--- src/core/jid_pkg.sv ---
// Constants, state codes and carrier types for the test-port instruction decoder.
// Assumes a single system clock that oversamples the test clock pin.
`default_nettype none
package jid_pkg;
   // Boundary chain: input cells, output cells, output-enable cells
   localparam int NI = 4;
   localparam int NO = 4;
   localparam int BSL = NI + 2 * NO;
   localparam int BS_IN = 0;
   localparam int BS_OUT = NI;
   localparam int BS_EN = NI + NO;
   localparam int IRW = 4;
   localparam int IDW = 32;
   localparam logic [3:0] IR_CAPT = 4'h1;
   localparam logic [3:0] OP_EXTEST = 4'h0;
   localparam logic [3:0] OP_SAMPLE = 4'h3;
   localparam logic [3:0] OP_CLAMP = 4'h5;
   localparam logic [3:0] OP_HIGHZ = 4'h7;
   localparam logic [3:0] OP_CLAMPZ = 4'h9;
   localparam logic [3:0] OP_INTEST = 4'hC;
   localparam logic [3:0] OP_IDCODE = 4'hE;
   localparam logic [3:0] OP_BYPASS = 4'hF;
   typedef enum logic [3:0] {
      TAP_TLR = 4'h0, TAP_RTI = 4'h1, TAP_SDR = 4'h3, TAP_CDR = 4'h2,
      TAP_SHDR = 4'h6, TAP_E1DR = 4'h7, TAP_PDR = 4'h5, TAP_E2DR = 4'h4,
      TAP_UDR = 4'hC, TAP_SIR = 4'hD, TAP_CIR = 4'hF, TAP_SHIR = 4'hE,
      TAP_E1IR = 4'hA, TAP_PIR = 4'hB, TAP_E2IR = 4'h9, TAP_UIR = 4'h8
   } jid_tap_t;
   typedef enum logic [1:0] {SEL_BS = 2'h0, SEL_BYP = 2'h1, SEL_ID = 2'h3} jid_sel_t;
   typedef struct packed {
      logic tck;
      logic tms;
      logic tdi;
      logic trst_n;
   } jid_pins_t;
   localparam jid_pins_t PINS_RST = 4'h6;
endpackage
`default_nettype wire

--- src/core/jid_top.sv ---
// Instruction register, decoder and data registers of a boundary-scan test port.
// Test pins are asynchronous to clk_sys and are oversampled; the test clock must be
// slow enough for two-flop sampling (period well above 4 system clocks).
`default_nettype none
module jid_top #(
   parameter logic [31:0] ID_VALUE = 32'h1000_0001 // Arbitrary identification value
) (
   // System
   input wire logic clk_sys,
   input wire logic rst,
   // Test pins
   input wire logic tck,
   input wire logic tms,
   input wire logic tdi,
   input wire logic trst_n,
   output logic tdo,
   output logic tdo_oe,
   // Pad side
   input wire logic [jid_pkg::NI-1:0] pin_in,
   output logic [jid_pkg::NO-1:0] pad_out,
   output logic [jid_pkg::NO-1:0] pad_oe,
   // Core side
   output logic [jid_pkg::NI-1:0] core_in,
   input wire logic [jid_pkg::NO-1:0] core_out,
   input wire logic [jid_pkg::NO-1:0] core_oe
);
   jid_pkg::jid_pins_t pins_s1_ff, pins_s2_ff;
   logic [jid_pkg::NI-1:0] pin_s1_ff, pin_s2_ff;
   logic tck_d_ff;
   logic rise, fall;

   // Two-flop sampling of the test pins and pin_in; core_out and core_oe are used unsampled
   always_ff @(posedge clk_sys or posedge rst) begin
      if (rst) begin
         pins_s1_ff <= jid_pkg::PINS_RST;
         pins_s2_ff <= jid_pkg::PINS_RST;
         pin_s1_ff <= '0;
         pin_s2_ff <= '0;
         tck_d_ff <= 1'b0;
      end else begin
         pins_s1_ff <= {tck, tms, tdi, trst_n};
         pins_s2_ff <= pins_s1_ff;
         pin_s1_ff <= pin_in;
         pin_s2_ff <= pin_s1_ff;
         tck_d_ff <= pins_s2_ff.tck;
      end
   end

   assign rise = pins_s2_ff.tck & ~tck_d_ff;
   assign fall = ~pins_s2_ff.tck & tck_d_ff;

   function automatic jid_pkg::jid_tap_t tap_next(input jid_pkg::jid_tap_t s, input logic m);
      case (s)
         jid_pkg::TAP_TLR: tap_next = m ? jid_pkg::TAP_TLR : jid_pkg::TAP_RTI;
         jid_pkg::TAP_RTI: tap_next = m ? jid_pkg::TAP_SDR : jid_pkg::TAP_RTI;
         jid_pkg::TAP_SDR: tap_next = m ? jid_pkg::TAP_SIR : jid_pkg::TAP_CDR;
         jid_pkg::TAP_CDR: tap_next = m ? jid_pkg::TAP_E1DR : jid_pkg::TAP_SHDR;
         jid_pkg::TAP_SHDR: tap_next = m ? jid_pkg::TAP_E1DR : jid_pkg::TAP_SHDR;
         jid_pkg::TAP_E1DR: tap_next = m ? jid_pkg::TAP_UDR : jid_pkg::TAP_PDR;
         jid_pkg::TAP_PDR: tap_next = m ? jid_pkg::TAP_E2DR : jid_pkg::TAP_PDR;
         jid_pkg::TAP_E2DR: tap_next = m ? jid_pkg::TAP_UDR : jid_pkg::TAP_SHDR;
         jid_pkg::TAP_UDR: tap_next = m ? jid_pkg::TAP_SDR : jid_pkg::TAP_RTI;
         jid_pkg::TAP_SIR: tap_next = m ? jid_pkg::TAP_TLR : jid_pkg::TAP_CIR;
         jid_pkg::TAP_CIR: tap_next = m ? jid_pkg::TAP_E1IR : jid_pkg::TAP_SHIR;
         jid_pkg::TAP_SHIR: tap_next = m ? jid_pkg::TAP_E1IR : jid_pkg::TAP_SHIR;
         jid_pkg::TAP_E1IR: tap_next = m ? jid_pkg::TAP_UIR : jid_pkg::TAP_PIR;
         jid_pkg::TAP_PIR: tap_next = m ? jid_pkg::TAP_E2IR : jid_pkg::TAP_PIR;
         jid_pkg::TAP_E2IR: tap_next = m ? jid_pkg::TAP_UIR : jid_pkg::TAP_SHIR;
         jid_pkg::TAP_UIR: tap_next = m ? jid_pkg::TAP_SDR : jid_pkg::TAP_RTI;
         default: tap_next = jid_pkg::TAP_TLR;
      endcase
   endfunction

   jid_pkg::jid_tap_t state_ff, nxt_state;
   logic [jid_pkg::IRW-1:0] ir_sh_ff, nxt_ir_sh, ir_ff, nxt_ir;
   logic byp_ff, nxt_byp;
   logic [jid_pkg::IDW-1:0] id_ff, nxt_id;
   logic [jid_pkg::BSL-1:0] bs_sh_ff, nxt_bs_sh, bs_hold_ff, nxt_bs_hold, bs_cap;
   logic tdo_ff, nxt_tdo, tdo_oe_ff, nxt_tdo_oe;
   jid_pkg::jid_sel_t sel;
   logic test_mode, bs_sel;

   // Only EXTEST and INTEST put the input cells in test mode; SAMPLE keeps system mode
   assign test_mode = (ir_ff == jid_pkg::OP_EXTEST) || (ir_ff == jid_pkg::OP_INTEST);
   assign bs_sel = test_mode || (ir_ff == jid_pkg::OP_SAMPLE);

   always_comb begin
      case (ir_ff)
         jid_pkg::OP_EXTEST, jid_pkg::OP_SAMPLE, jid_pkg::OP_INTEST: sel = jid_pkg::SEL_BS;
         jid_pkg::OP_IDCODE: sel = jid_pkg::SEL_ID;
         default: sel = jid_pkg::SEL_BYP;
      endcase
   end

   // Capture source per cell kind and instruction
   always_comb begin
      bs_cap[jid_pkg::BS_IN +: jid_pkg::NI] = pin_s2_ff;
      bs_cap[jid_pkg::BS_OUT +: jid_pkg::NO] = core_out;
      bs_cap[jid_pkg::BS_EN +: jid_pkg::NO] = core_oe;
      if (ir_ff == jid_pkg::OP_EXTEST) begin
         bs_cap[jid_pkg::BS_OUT +: jid_pkg::NO] = bs_hold_ff[jid_pkg::BS_OUT +: jid_pkg::NO];
         bs_cap[jid_pkg::BS_EN +: jid_pkg::NO] = bs_hold_ff[jid_pkg::BS_EN +: jid_pkg::NO];
      end else if (ir_ff == jid_pkg::OP_INTEST) begin
         // Inverted so a stuck input cell is seen as a capture mismatch
         bs_cap[jid_pkg::BS_IN +: jid_pkg::NI] = ~bs_hold_ff[jid_pkg::BS_IN +: jid_pkg::NI];
      end
   end

   always_comb begin
      nxt_state = state_ff;
      nxt_ir_sh = ir_sh_ff;
      nxt_ir = ir_ff;
      nxt_byp = byp_ff;
      nxt_id = id_ff;
      nxt_bs_sh = bs_sh_ff;
      nxt_bs_hold = bs_hold_ff;
      nxt_tdo = tdo_ff;
      nxt_tdo_oe = tdo_oe_ff;
      if (!pins_s2_ff.trst_n) begin
         nxt_state = jid_pkg::TAP_TLR;
         nxt_ir = jid_pkg::OP_IDCODE;
         nxt_tdo_oe = 1'b0;
      end else if (rise) begin
         nxt_state = tap_next(state_ff, pins_s2_ff.tms);
         case (state_ff)
            jid_pkg::TAP_CIR: nxt_ir_sh = jid_pkg::IR_CAPT;
            jid_pkg::TAP_SHIR: nxt_ir_sh = {pins_s2_ff.tdi, ir_sh_ff[jid_pkg::IRW-1:1]};
            jid_pkg::TAP_CDR: begin
               case (sel)
                  jid_pkg::SEL_BS: nxt_bs_sh = bs_cap;
                  jid_pkg::SEL_ID: nxt_id = ID_VALUE;
                  default: nxt_byp = 1'b0;
               endcase
            end
            jid_pkg::TAP_SHDR: begin
               case (sel)
                  jid_pkg::SEL_BS: nxt_bs_sh = {pins_s2_ff.tdi, bs_sh_ff[jid_pkg::BSL-1:1]};
                  jid_pkg::SEL_ID: nxt_id = {pins_s2_ff.tdi, id_ff[jid_pkg::IDW-1:1]};
                  default: nxt_byp = pins_s2_ff.tdi;
               endcase
            end
            default: begin
            end
         endcase
      end else if (fall) begin
         // Update acts on the falling edge; bypass and ID are left alone
         if (state_ff == jid_pkg::TAP_TLR) begin
            nxt_ir = jid_pkg::OP_IDCODE;
         end
         if (state_ff == jid_pkg::TAP_UIR) begin
            nxt_ir = ir_sh_ff;
         end
         if (state_ff == jid_pkg::TAP_UDR && bs_sel) begin
            nxt_bs_hold = bs_sh_ff;
         end
         nxt_tdo_oe = (state_ff == jid_pkg::TAP_SHIR) || (state_ff == jid_pkg::TAP_SHDR);
         if (state_ff == jid_pkg::TAP_SHIR) begin
            nxt_tdo = ir_sh_ff[0];
         end else if (state_ff == jid_pkg::TAP_SHDR) begin
            case (sel)
               jid_pkg::SEL_BS: nxt_tdo = bs_sh_ff[0];
               jid_pkg::SEL_ID: nxt_tdo = id_ff[0];
               default: nxt_tdo = byp_ff;
            endcase
         end
      end
   end

   always_ff @(posedge clk_sys or posedge rst) begin
      if (rst) begin
         state_ff <= jid_pkg::TAP_TLR;
         ir_sh_ff <= jid_pkg::IR_CAPT;
         ir_ff <= jid_pkg::OP_IDCODE;
         byp_ff <= 1'b0;
         id_ff <= '0;
         bs_sh_ff <= '0;
         bs_hold_ff <= '0;
         tdo_ff <= 1'b0;
         tdo_oe_ff <= 1'b0;
      end else begin
         state_ff <= nxt_state;
         ir_sh_ff <= nxt_ir_sh;
         ir_ff <= nxt_ir;
         byp_ff <= nxt_byp;
         id_ff <= nxt_id;
         bs_sh_ff <= nxt_bs_sh;
         bs_hold_ff <= nxt_bs_hold;
         tdo_ff <= nxt_tdo;
         tdo_oe_ff <= nxt_tdo_oe;
      end
   end

   assign tdo = tdo_ff;
   assign tdo_oe = tdo_oe_ff;

   // Pad and core multiplexing, registered so outputs leave flops
   logic [jid_pkg::NI-1:0] core_in_ff, nxt_core_in;
   logic [jid_pkg::NO-1:0] pad_out_ff, nxt_pad_out, pad_oe_ff, nxt_pad_oe;

   always_comb begin
      nxt_core_in = test_mode ? bs_hold_ff[jid_pkg::BS_IN +: jid_pkg::NI] : pin_s2_ff;
      case (ir_ff)
         jid_pkg::OP_EXTEST, jid_pkg::OP_INTEST, jid_pkg::OP_CLAMP: begin
            nxt_pad_out = bs_hold_ff[jid_pkg::BS_OUT +: jid_pkg::NO];
            nxt_pad_oe = bs_hold_ff[jid_pkg::BS_EN +: jid_pkg::NO];
         end
         jid_pkg::OP_HIGHZ: begin
            nxt_pad_out = core_out;
            nxt_pad_oe = '0;
         end
         jid_pkg::OP_CLAMPZ: begin
            nxt_pad_out = bs_hold_ff[jid_pkg::BS_OUT +: jid_pkg::NO];
            nxt_pad_oe = '0;
         end
         default: begin
            nxt_pad_out = core_out;
            nxt_pad_oe = core_oe;
         end
      endcase
   end

   always_ff @(posedge clk_sys or posedge rst) begin
      if (rst) begin
         core_in_ff <= '0;
         pad_out_ff <= '0;
         pad_oe_ff <= '0;
      end else begin
         core_in_ff <= nxt_core_in;
         pad_out_ff <= nxt_pad_out;
         pad_oe_ff <= nxt_pad_oe;
      end
   end

   assign core_in = core_in_ff;
   assign pad_out = pad_out_ff;
   assign pad_oe = pad_oe_ff;
endmodule // jid_top
`default_nettype wire

--- config.mk ---
export PLATFORM = sky130hd
export DESIGN_NAME = jid_top
export DESIGN_NICKNAME = d
export VERILOG_FILES = /design/src/core/jid_pkg.sv /design/src/core/jid_top.sv
export SDC_FILE = /design/constraint.sdc
export NUM_CORES = 1
export LEC_CHECK = 0
export BUFFER_PORTS_ARGS = -buffer_cell sky130_fd_sc_hd__buf_2
export CAP_MARGIN = 25
export CORE_ASPECT_RATIO = 1.75
export CORE_MARGIN = 4
export CORE_UTILIZATION = 64
export CTS_CLUSTER_SIZE = 8
export DETAILED_ROUTE_END_ITERATION = 6
export PLACE_DENSITY = 0.84
export SLEW_MARGIN = 20
export SYNTH_ARGS = -nofsm -noshare
export SYNTH_HDL_FRONTEND = slang
export SYNTH_SLANG_ARGS = --single-unit
--- constraint.sdc ---
create_clock -name clk_sys -period 9.2 [get_ports clk_sys]
set_input_delay 1.84 -clock clk_sys [delete_from_list [all_inputs] [get_ports clk_sys]]
set_output_delay 1.84 -clock clk_sys [all_outputs]
set_load 0.01 [all_outputs]
# Word-level counts from Yosys, hierarchy flattened
# Index checks and enable logic that the tools add are counted.
[totals]
register_bits = 100
latchBits = 0
ramBits = 0
rom_bits = 0
in_bits = 18
output_inout_bits = 14
word_cells = 130
mem_count = 0
[classes]
add_sub_neg = 0
n_mul = 0
n_div = 0
magnitude_cmp = 0
n_eq_ne = 32
shift = 0
n_mux = 43
bitwise_logic = 6
reduce_logical = 26
[ops]
columns = ["operator", "count"]
rows = [
  ["32-bit two-way mux", 2],
  ["32-bit case mux with 2 select lines", 1],
  ["4-bit two-way mux", 15],
  ["4-bit case mux with 12 select lines", 1],
  ["4-bit == test, second input constant", 11],
  ["4-bit by 3-bit == test with 1-bit output, second input constant", 6],
  ["12-bit two-way mux", 2],
  ["12-bit case mux with 2 select lines", 1],
  ["4-bit case mux with 2 select lines", 2],
  ["5-bit AND reduction", 3],
  ["4-bit by 2-bit == test with 1-bit output, second input constant", 3],
  ["1-bit two-way mux", 10],
  ["2-bit inequality test, second input constant", 5],
  ["3-bit OR reduction", 3],
  ["4-bit logical NOT", 2],
  ["8-bit two-way mux", 1],
  ["2-bit by 1-bit inequality test with 1-bit output, second input constant", 4],
  ["4-bit AND reduction", 2],
  ["2-bit OR reduction", 4],
  ["2-bit two-way mux", 3],
  ["3-bit two-way mux", 2],
  ["3-bit AND reduction", 2],
  ["2-bit nonzero test", 3],
  ["4-bit by 1-bit == test with 1-bit output, second input constant", 1],
  ["12 further kinds", 18],
]

# Logic depth before layout (Yosys ltp)
# Gate-level depths: netlist (run 1).
[depth]
ltp_word = 7
ltp_mapped = 6
mapped_depth_nobuf = 4

# Worst setup path before layout (run 1)
# OpenSTA, ideal clock, no wires.
[synth_path]
kind = "input port to flip-flop"
start = "input port core_oe[1] in the netlist's numbering"
end = "register bs_sh_ff[9] in the netlist's numbering"
setup_time_ns = 0.139
arrival_ns = 2.239
required_time_ns = 9.061
setup_slack_ns = 6.822
path_stages = 3
path_buffers = 0
path_cell_list = "and2_1 -> a211oi_1 -> o31ai_1"
[synth_between]
elab_chain_len = 3
[synth_lines]
columns = ["element", "line", "source"]
rows = [
  ["from (decl)", "jid_top.sv:25", "input wire logic [jid_pkg::NO-1:0] core_oe"],
  ["8-bit two-way mux", "jid_top.sv:100", "if (ir_ff == jid_pkg::OP_EXTEST) begin"],
  ["12-bit two-way mux", "jid_top.sv:129", "case (sel)"],
  ["12-bit case mux with 2 select lines", "jid_top.sv:125", "case (state_ff)"],
  ["to (signal assigned)", "jid_top.sv:186", "bs_sh_ff <= nxt_bs_sh;"],
  ["to (decl)", "jid_top.sv:78", "logic [jid_pkg::BSL-1:0] bs_sh_ff, nxt_bs_sh, bs_hold_ff, nxt_bs_hold, bs_cap;"],
]
# No other way between the ends. The select of a mux whose other input is x is not followed.
# A chain may end at the register's enable or synchronous reset.

# Worst setup path after layout (run 1)
[layout_path]
start = "register tdo_ff, in the netlist tdo"
end = "output port tdo"
[layout_rtl]
columns = ["element", "line", "source"]
rows = [
  ["from (decl)", "jid_top.sv:79", "logic tdo_ff, nxt_tdo, tdo_oe_ff, nxt_tdo_oe;"],
  ["from (signal assigned)", "jid_top.sv:188", "tdo_ff <= nxt_tdo;"],
  ["to (decl)", "jid_top.sv:16", "output logic tdo,"],
]
# No word-level cell between the ends.

==> results by stage, run 1 <==
Final layout:
- The finished layout holds 528 standard cells, fillers aside.
- Of the cells placed in the final design, the portion with a size suffix greater than 1 is 20.5%.
- The finished cells cover 4890 µm².
- The commonest non-fill, non-tap cell in the layout is sky130_fd_sc_hd__dfrtp_1.
- The net count of the finished layout is 457.
- In the layout the commonest cells are sky130_fd_sc_hd__dfrtp_1, sky130_fd_sc_hd__nand2_1, sky130_fd_sc_hd__o21ai_1, sky130_fd_sc_hd__nor2_1, sky130_fd_sc_hd__buf_2.
- The number of antenna diodes is 0.
- From synthesis to final layout, the design area changed by 9.87%.

Worst setup path:
- The maximum fanout encountered on the critical timing path is 2.
- The type of the worst setup path is reg2out.
- The number of buffers and inverters on the critical path is 1.
- The signal on the critical path passes through buf_2.
- The delay of the slowest cell on the worst path is 400 ps.
- The family with the most delay on the worst path is flip-flops.
- The worst-path cell with the longest stage delay is sky130_fd_sc_hd__dfrtp_1.
- The worst register-to-register path begins at state_ff[1].
- The critical path arrival is 890 ps.
- STA puts the critical path data required time at 7360 ps.
- STA classifies the critical path startpoint as a flop.
- The beginning of the critical path is tdo.
- STA classifies the critical path endpoint as an output pin.

Placed design:
- The post-DP HPWL is 5740 µm.
- The total of buffers placed on input and output ports is 31.
- The congestion estimate from routability-driven global placement came to 0.791.
- The placed instances occupy a cell area of 4580 µm².
- In this run, placement finished with an instance count of 512.

CTS:
- In this run the number of H-tree levels came out at 3.
- The number of resized instances in the post-cts repair step is 0.
- The later pin in the worst-skew pair is clocked with a latency of 350 ps.
- The CTS buffer count is 9.
- The maximum count of clock buffers along a single path is 2.
- The clock tree from TritonCTS is yes.
- After clock tree synthesis, the setup repair step added 0 buffers.
- The root buffer cell chosen for the clock tree is sky130_fd_sc_hd__clkbuf_16.
- The clock input transition at the sequential cells of the worst setup and hold paths is 70 ps.
- The number of hold buffers added after cts is 0.
- Counting every sink on the clock net gives 100.

Timing:
- The clock arrives with 7.44 ps of skew.
- The number of pins with negative max-slew slack in the final report is 0.
- The worst slew slack as a fraction of its limit is 48.9%.
- The final count of negative-setup-slack endpoints is 0.
- The fmax is 367 MHz.
- After routing, the total negative slack on setup checks comes to 0 ps.
- At the pin with the least slew margin, the transition time is 767 ps.
- The final period utilization is 29.7%.
- Setup repair after global routing left no endpoint under its margin.
- The time the worst path needs with I/O delays and setup is 2730 ps.
- The count of final hold-check violations came to 0.

Route:
- The average wire per cell in the routed design is 16.3 µm.
- The total DRC errors in the routed layout is 0.
- The via density per instance is 5.89.
- The detail route stage leaves a number of antenna-violating nets equal to 0.
- The via count is 3109.
- The final layout contains routed wiring with a total length of 8620 µm.
- The first detailed-routing pass ran for 5 iterations.
- The DRC violation total after the first TritonRoute iteration is 239.

Synth:
- The post-synthesis sequential area ratio is 56.5%.
- Counting flops and latches in the post-synthesis netlist gives 100.
- During synthesis, Yosys emitted a total of 0 warnings.
- The synthesized netlist occupies a cell area of 4450 µm².
- Counting every net in the synthesized netlist gives 440.
- The proportion of synthesized flip-flops having asynchronous set or reset is 100%.
- For this run, the leading register cell type out of synthesis is sky130_fd_sc_hd__dfrtp_1.
- Synthesis instantiated 54 different standard cells from the library.
- The number of instances in the synthesized netlist is 422.
- The number of flops mapped to enable cells by yosys is 0.
- The average footprint of a synthesized cell is 10.5 µm².

GRT:
- The largest net degree at the start of global routing is 65.
- The global-route wire length before repair is 14800 µm.
- Global routing used 22.4% of the available tracks across all layers.
- The via count of the first global-routing pass is 3158.
- The initial antenna violation count is 0.
- The sum of overflow across all layers after global routing is 0.

Min path:
- The start point of the worst min-delay path is pin_s1_ff[3].
- The worst hold-check path type is reg2reg.

Outcome:
- The run finished with clean final reports.

Floorplanning:
- From left edge to right edge, the die measures 71.0 µm.
- During I/O placement, the number of pins put on the boundary was 32.
- The number of core rows is 40.
- The die covers 8400 µm².
- The core region area is 6810 µm².
- The die boundary height is 118 µm.
- The initial standard-cell utilization of the core is 65.4%.

Power:
- The total power draw is 877 µW.
- The power per cell area is 179 nW/µm².
- The worst-case IR drop observed on VDD is 0.217 mV.
- The cell leakage power is 0.00217 µW.

Flow run:
- The max-capacitance violation count is 0.
-- cells by family after synthesis --
logic type / Yosys count / share of synthesized area (%)
AO/OA/AOI/OAI: 94 / 13.2
XOR/XNOR: 2 / 0.394
buffers and inverters: 36 / 4.10
flip-flops: 100 / 56.5
multiplexers: 21 / 6.13
AND/OR/NAND/NOR: 169 / 19.7
-- cell usage after synthesis, types with 8 or more instances --
cell type,instances,share of area (%)
sky130_fd_sc_hd__mux2_2,10,2.5
sky130_fd_sc_hd__dfrtp_1,92,52
sky130_fd_sc_hd__o21ai_1,32,3.6
sky130_fd_sc_hd__a211oi_1,12,2.0
sky130_fd_sc_hd__clkbuf_1,12,1.0
sky130_fd_sc_hd__nor2_1,32,2.7
sky130_fd_sc_hd__inv_1,8,0.67
sky130_fd_sc_hd__nand2_1,86,7.3
sky130_fd_sc_hd__o31ai_1,14,2.4
sky130_fd_sc_hd__a21oi_1,9,1.0
sky130_fd_sc_hd__mux2_4,10,3.4
sky130_fd_sc_hd__o21ai_0,12,1.3
sky130_fd_sc_hd__dfstp_2,8,4.7
-- per-layer routing --
layer | part of all wire [%] | track usage [%]
met2 | 55 | 39.1
met3 | 3.4 | 5.36
met4 | 1.9 | 8.94
met1 | 40 | 25.9
met5 | 0 | 0
-- state kept, by name, indices dropped and copies added (netlist names) --
name	flops
bs_hold_ff	12
bs_sh_ff	12
byp_ff	1
core_in	4
id_ff	32
ir_ff	4
ir_sh_ff	4
pad_oe	4
pad_out	4
pin_s1_ff	4
pin_s2_ff	4
pins_s1_ff	4
pins_s2_ff	4
state_ff	4
tck_d_ff	1
tdo	1
tdo_oe	1
-- metrics by stage --
stage | util, % | hold WS [ps] | setup slack, ps
2_1_floorplan | - | 331 | 4750
3_3_place_gp | 67.3 | 333 | 6160
3_5_place_dp | 67.3 | 343 | 6110
4_1_cts | 71.7 | 356 | 6460
5_1_grt | 71.8 | 360 | 6310
6_report | 71.8 | 356 | 6470
-- final timing paths --
path	to	slack, ps	cells after the start
max	tdo	6470	1
min	pin_s2_ff[3]	360	0
max reg2reg	bs_sh_ff[0]	6840	5
min reg2reg	pin_s2_ff[3]	360	0
max in group asynchronous	id_ff[16]	6560	3
min in group asynchronous	pad_oe[0]	1510	2
-- report_power, final --
group	internal (µW)	switching (µW)
combinational	16.1	23.8
sequential	450	8.58
clock	214	165
total	680	197
-- area by class of cell --
cell class / instances / area [µm²]
flip-flops and latches: 100 / 2510
fillers: 504 / 1920
multi-input cells: 286 / 1760
clock buffers: 10 / 229
repair buffers: 34 / 178
well taps: 84 / 105
clock inverters: 6 / 70.1
inverters: 8 / 32.5
No activity file was read; power rests on OpenSTA's default activity.
==> inputs of run 2 (changes only) <==
--- a/config.mk
+++ b/config.mk
@@ -9,10 +9,10 @@
 export CAP_MARGIN = 25
 export CORE_ASPECT_RATIO = 1.75
 export CORE_MARGIN = 4
-export CORE_UTILIZATION = 64
+export CORE_UTILIZATION = 54
 export CTS_CLUSTER_SIZE = 8
 export DETAILED_ROUTE_END_ITERATION = 6
-export PLACE_DENSITY = 0.84
+export PLACE_DENSITY = 0.75
 export SLEW_MARGIN = 20
 export SYNTH_ARGS = -nofsm -noshare
 export SYNTH_HDL_FRONTEND = slang
==> constraint.sdc (replaced) <==
create_clock -name clk_sys -period 2.2 [get_ports clk_sys]
set_input_delay 0.44 -clock clk_sys [delete_from_list [all_inputs] [get_ports clk_sys]]
set_output_delay 0.44 -clock clk_sys [all_outputs]
set_load 0.01 [all_outputs]
==> run 2 against run 1 <==
Clock power grew to 4.2 times the previous value. Die area grew 17%. First-iteration DRC count shrank 37%. Register-to-register slack lost 6700 ps. Clock-buffer cell count shrank 1. Largest power group unchanged.
==> results by stage, run 2 (synthesis gave the netlist of run 1 again) <==
Final layout:
- The commonest non-fill, non-tap cell in the layout is sky130_fd_sc_hd__dfrtp_1.
- The area occupied by registers is 2510 µm².
- The top cell types in the final layout, fill and taps aside, are sky130_fd_sc_hd__dfrtp_1, sky130_fd_sc_hd__nand2_1, sky130_fd_sc_hd__o21ai_1, sky130_fd_sc_hd__nor2_1, sky130_fd_sc_hd__buf_2.
- The register with the most flip-flops in the layout has 32 of them.
- The filler cells instantiated in the layout total 632.
- The multi-input gate area in the final layout is 1760 µm².
- For this run, the post-layout net count is 465.
- The largest registers in the layout are id_ff x32, bs_hold_ff x12, bs_sh_ff x12.
- The share of layout cells above drive strength 1 is 22.0%.
- The area added between synthesis and finish is 11.8%.
- The number of antenna diodes is 0.
- The register ranked first by flip-flop count is id_ff.

GRT:
- The global-route wire length before repair is 14200 µm.
- Global routing used 18.4% of the available tracks across all layers.
- After global routing the overflow that remains totals 0.
- The via count of the first global-routing pass is 3044.
- Entering global routing, the biggest net connects 65 pins.
- The initial antenna violation count is 0.

Power:
- Summed over all cells, the static leakage comes to 0.00221 µW.
- The maximum ir drop on the vdd rail is 0.426 mV.
- The power per cell area is 740 nW/µm².
- The total power draw is 3680 µW.

Timing:
- The count of final hold-check violations is 0.
- The actual transition at the worst max-transition pin is 657 ps.
- The time the worst path needs with I/O delays and setup is 2060 ps.
- Between clock sinks in the finished design, the worst skew comes to 7.06 ps.
- The number of pins with negative max-slew slack in the final report is 0.
- Setup repair after global routing left no endpoint under its margin.
- After routing, the total negative slack on setup checks comes to 0 ps.
- The fmax is 485 MHz.
- The worst slew slack as a fraction of its limit is 55.9%.
- The final period utilization is 93.6%.
- Setup violations remaining at the end of the flow were counted as 0.

Worst setup path:
- The setup check on the worst reg-to-reg path leaves a slack of 140 ps.
- STA classifies the critical path endpoint as a flop.
- The critical path in this run is classified as reg2reg.
- The startpoint identified for the worst register-to-register timing path is ir_ff[3].
- The critical path arrival is 2290 ps.
- On the worst path, the slowest cell contributes a delay of 650 ps.
- The endpoint identified for the worst register-to-register timing path is bs_hold_ff[1].
- The signal on the critical path passes through nor4bb_4 > or3_4 > nand4_4 > mux2_4.
- The number of cells traversed by the worst register-to-register path is 4.
- At the worst endpoint, the required time is 2430 ps.
- The worst-path cell with the longest stage delay is sky130_fd_sc_hd__dfstp_2.
- The maximum fanout encountered on the critical timing path is 12.
- STA classifies the critical path startpoint as a flop.

Route:
- The via density per instance is 5.75.
- The met2 wirelength from detailed routing is 4370 µm.
- The total length of routed met3 wires is 334 µm.
- The detail route stage leaves a number of antenna-violating nets equal to 0.
- The length of the first detailed-routing pass in iterations is 4.
- The total wire length after detailed routing is 8380 µm.
- Dividing the detail-routed wire length by the instance count gives 15.5 µm.
- The detailed router used layers up to and including met4.
- For this block, wires on met1 add up to 3440 µm.
- The via count is 3109.
- The DRC violation total after the first TritonRoute iteration is 151.
- In the routed design, unresolved DRC markers number 0.

CTS:
- The count of buffers added by post-CTS timing repair for setup is 0.
- CTS built an H-tree with a depth of 3.
- CTS saw 100 sinks.
- The maximum count of clock buffers along a single path is 2.
- The number of gates resized after CTS was 0.
- TritonCTS built the clock tree.
- After clock tree synthesis, the clock-pin slew on the worst setup and hold paths is 70 ps.
- The clock insertion delay at the later pin of the skew report is 340 ps.
- The root buffer cell is sky130_fd_sc_hd__clkbuf_16.
- The CTS buffer count is 9.
- The number of hold buffers added after cts is 0.

Placed design:
- The placer congestion estimate is 0.837.
- Input and output buffers added on the ports amount to 31.
- The post-DP HPWL is 5770 µm.

Min path:
- The tightest min-delay check is of the in2async type.

Floorplanning:
- The die covers 9820 µm².
- The number of core rows is 43.
- The floorplan step set the die height to 128 µm.
- The initial standard-cell utilization of the core is 55.9%.
- For this design the top-level I/O count stands at 32.
- The die is 76.6 µm wide.
- After floorplanning, the core was sized to cover 7960 µm².

Flow run:
- The max-capacitance violation count is 0.

Outcome:
- The flow ran to the end, and the final reports show no timing, DRC or antenna violations.
-- run 2: metal layers --
| metal | global-route usage (%) | vias to the layer above |
|---|---|---|
| li1 | - | 1503 |
| met1 | 20.8 | 1526 |
| met2 | 31.8 | 62 |
| met3 | 4.78 | 18 |
| met4 | 9.71 | 0 |
| met5 | 0 | - |
-- run 2: critical path, delay by kind of cell (launching register included) --
family        cells  cell delay (ps)
flops             1              650
simple gates      3              890
mux               1              400
-- run 2: area by class of cell --
| type | count | area share [%] |
|---|---|---|
| Clock buffer | 9 | 4.53 |
| Clock inverter | 6 | 1.43 |
| Inverter | 8 | 0.679 |
| Multi-Input combinational cell | 286 | 35.3 |
| Sequential cell | 100 | 50.5 |
| Tap cell | 90 | 2.26 |
| Timing Repair Buffer | 42 | 5.28 |
-- run 2: per-stage QoR --
step / utilization (%) / instance area (µm²) / std cells / worst slack, ps / hold slack (ps)
final: 62.5 / 4970 / 541 / 140 / 92.6
after global routing: 62.5 / 4970 / 541 / 44.5 / 110
after CTS: 62.5 / 4970 / 541 / 143 / 88.9
after detailed placement: 58.7 / 4680 / 526 / 144 / 336
after global placement: 58.7 / 4680 / 526 / 185 / 331
after floorplan: - / 4450 / 422 / 284 / 331
-- run 2: worst max path at each step --
| stage | from | endpoint | slack, ps | depth (start not counted) |
|---|---|---|---|---|
| final | ir_ff[3] | bs_hold_ff[1] | 140 | 4 |
| after global routing | ir_ff[3] | bs_hold_ff[0] | 40 | 4 |
| after CTS | ir_ff[3] | bs_hold_ff[1] | 140 | 4 |
| after detailed placement | ir_ff[3] | bs_hold_ff[1] | 140 | 4 |
| after global placement | ir_ff[3] | bs_hold_ff[2] | 180 | 4 |
| after floorplan | ir_ff[2] | bs_hold_ff[0] | 280 | 6 |
-- run 2: power by group --
group | switching [µW] | leakage, µW | internal [µW] | total (µW)
Sequential | 30.3 | 0.00127 | 1880 | 1910
Clock | 694 | 0.000144 | 889 | 1580
Combinational | 108 | 0.000796 | 74.9 | 183
Total | 833 | 0.00221 | 2850 | 3680
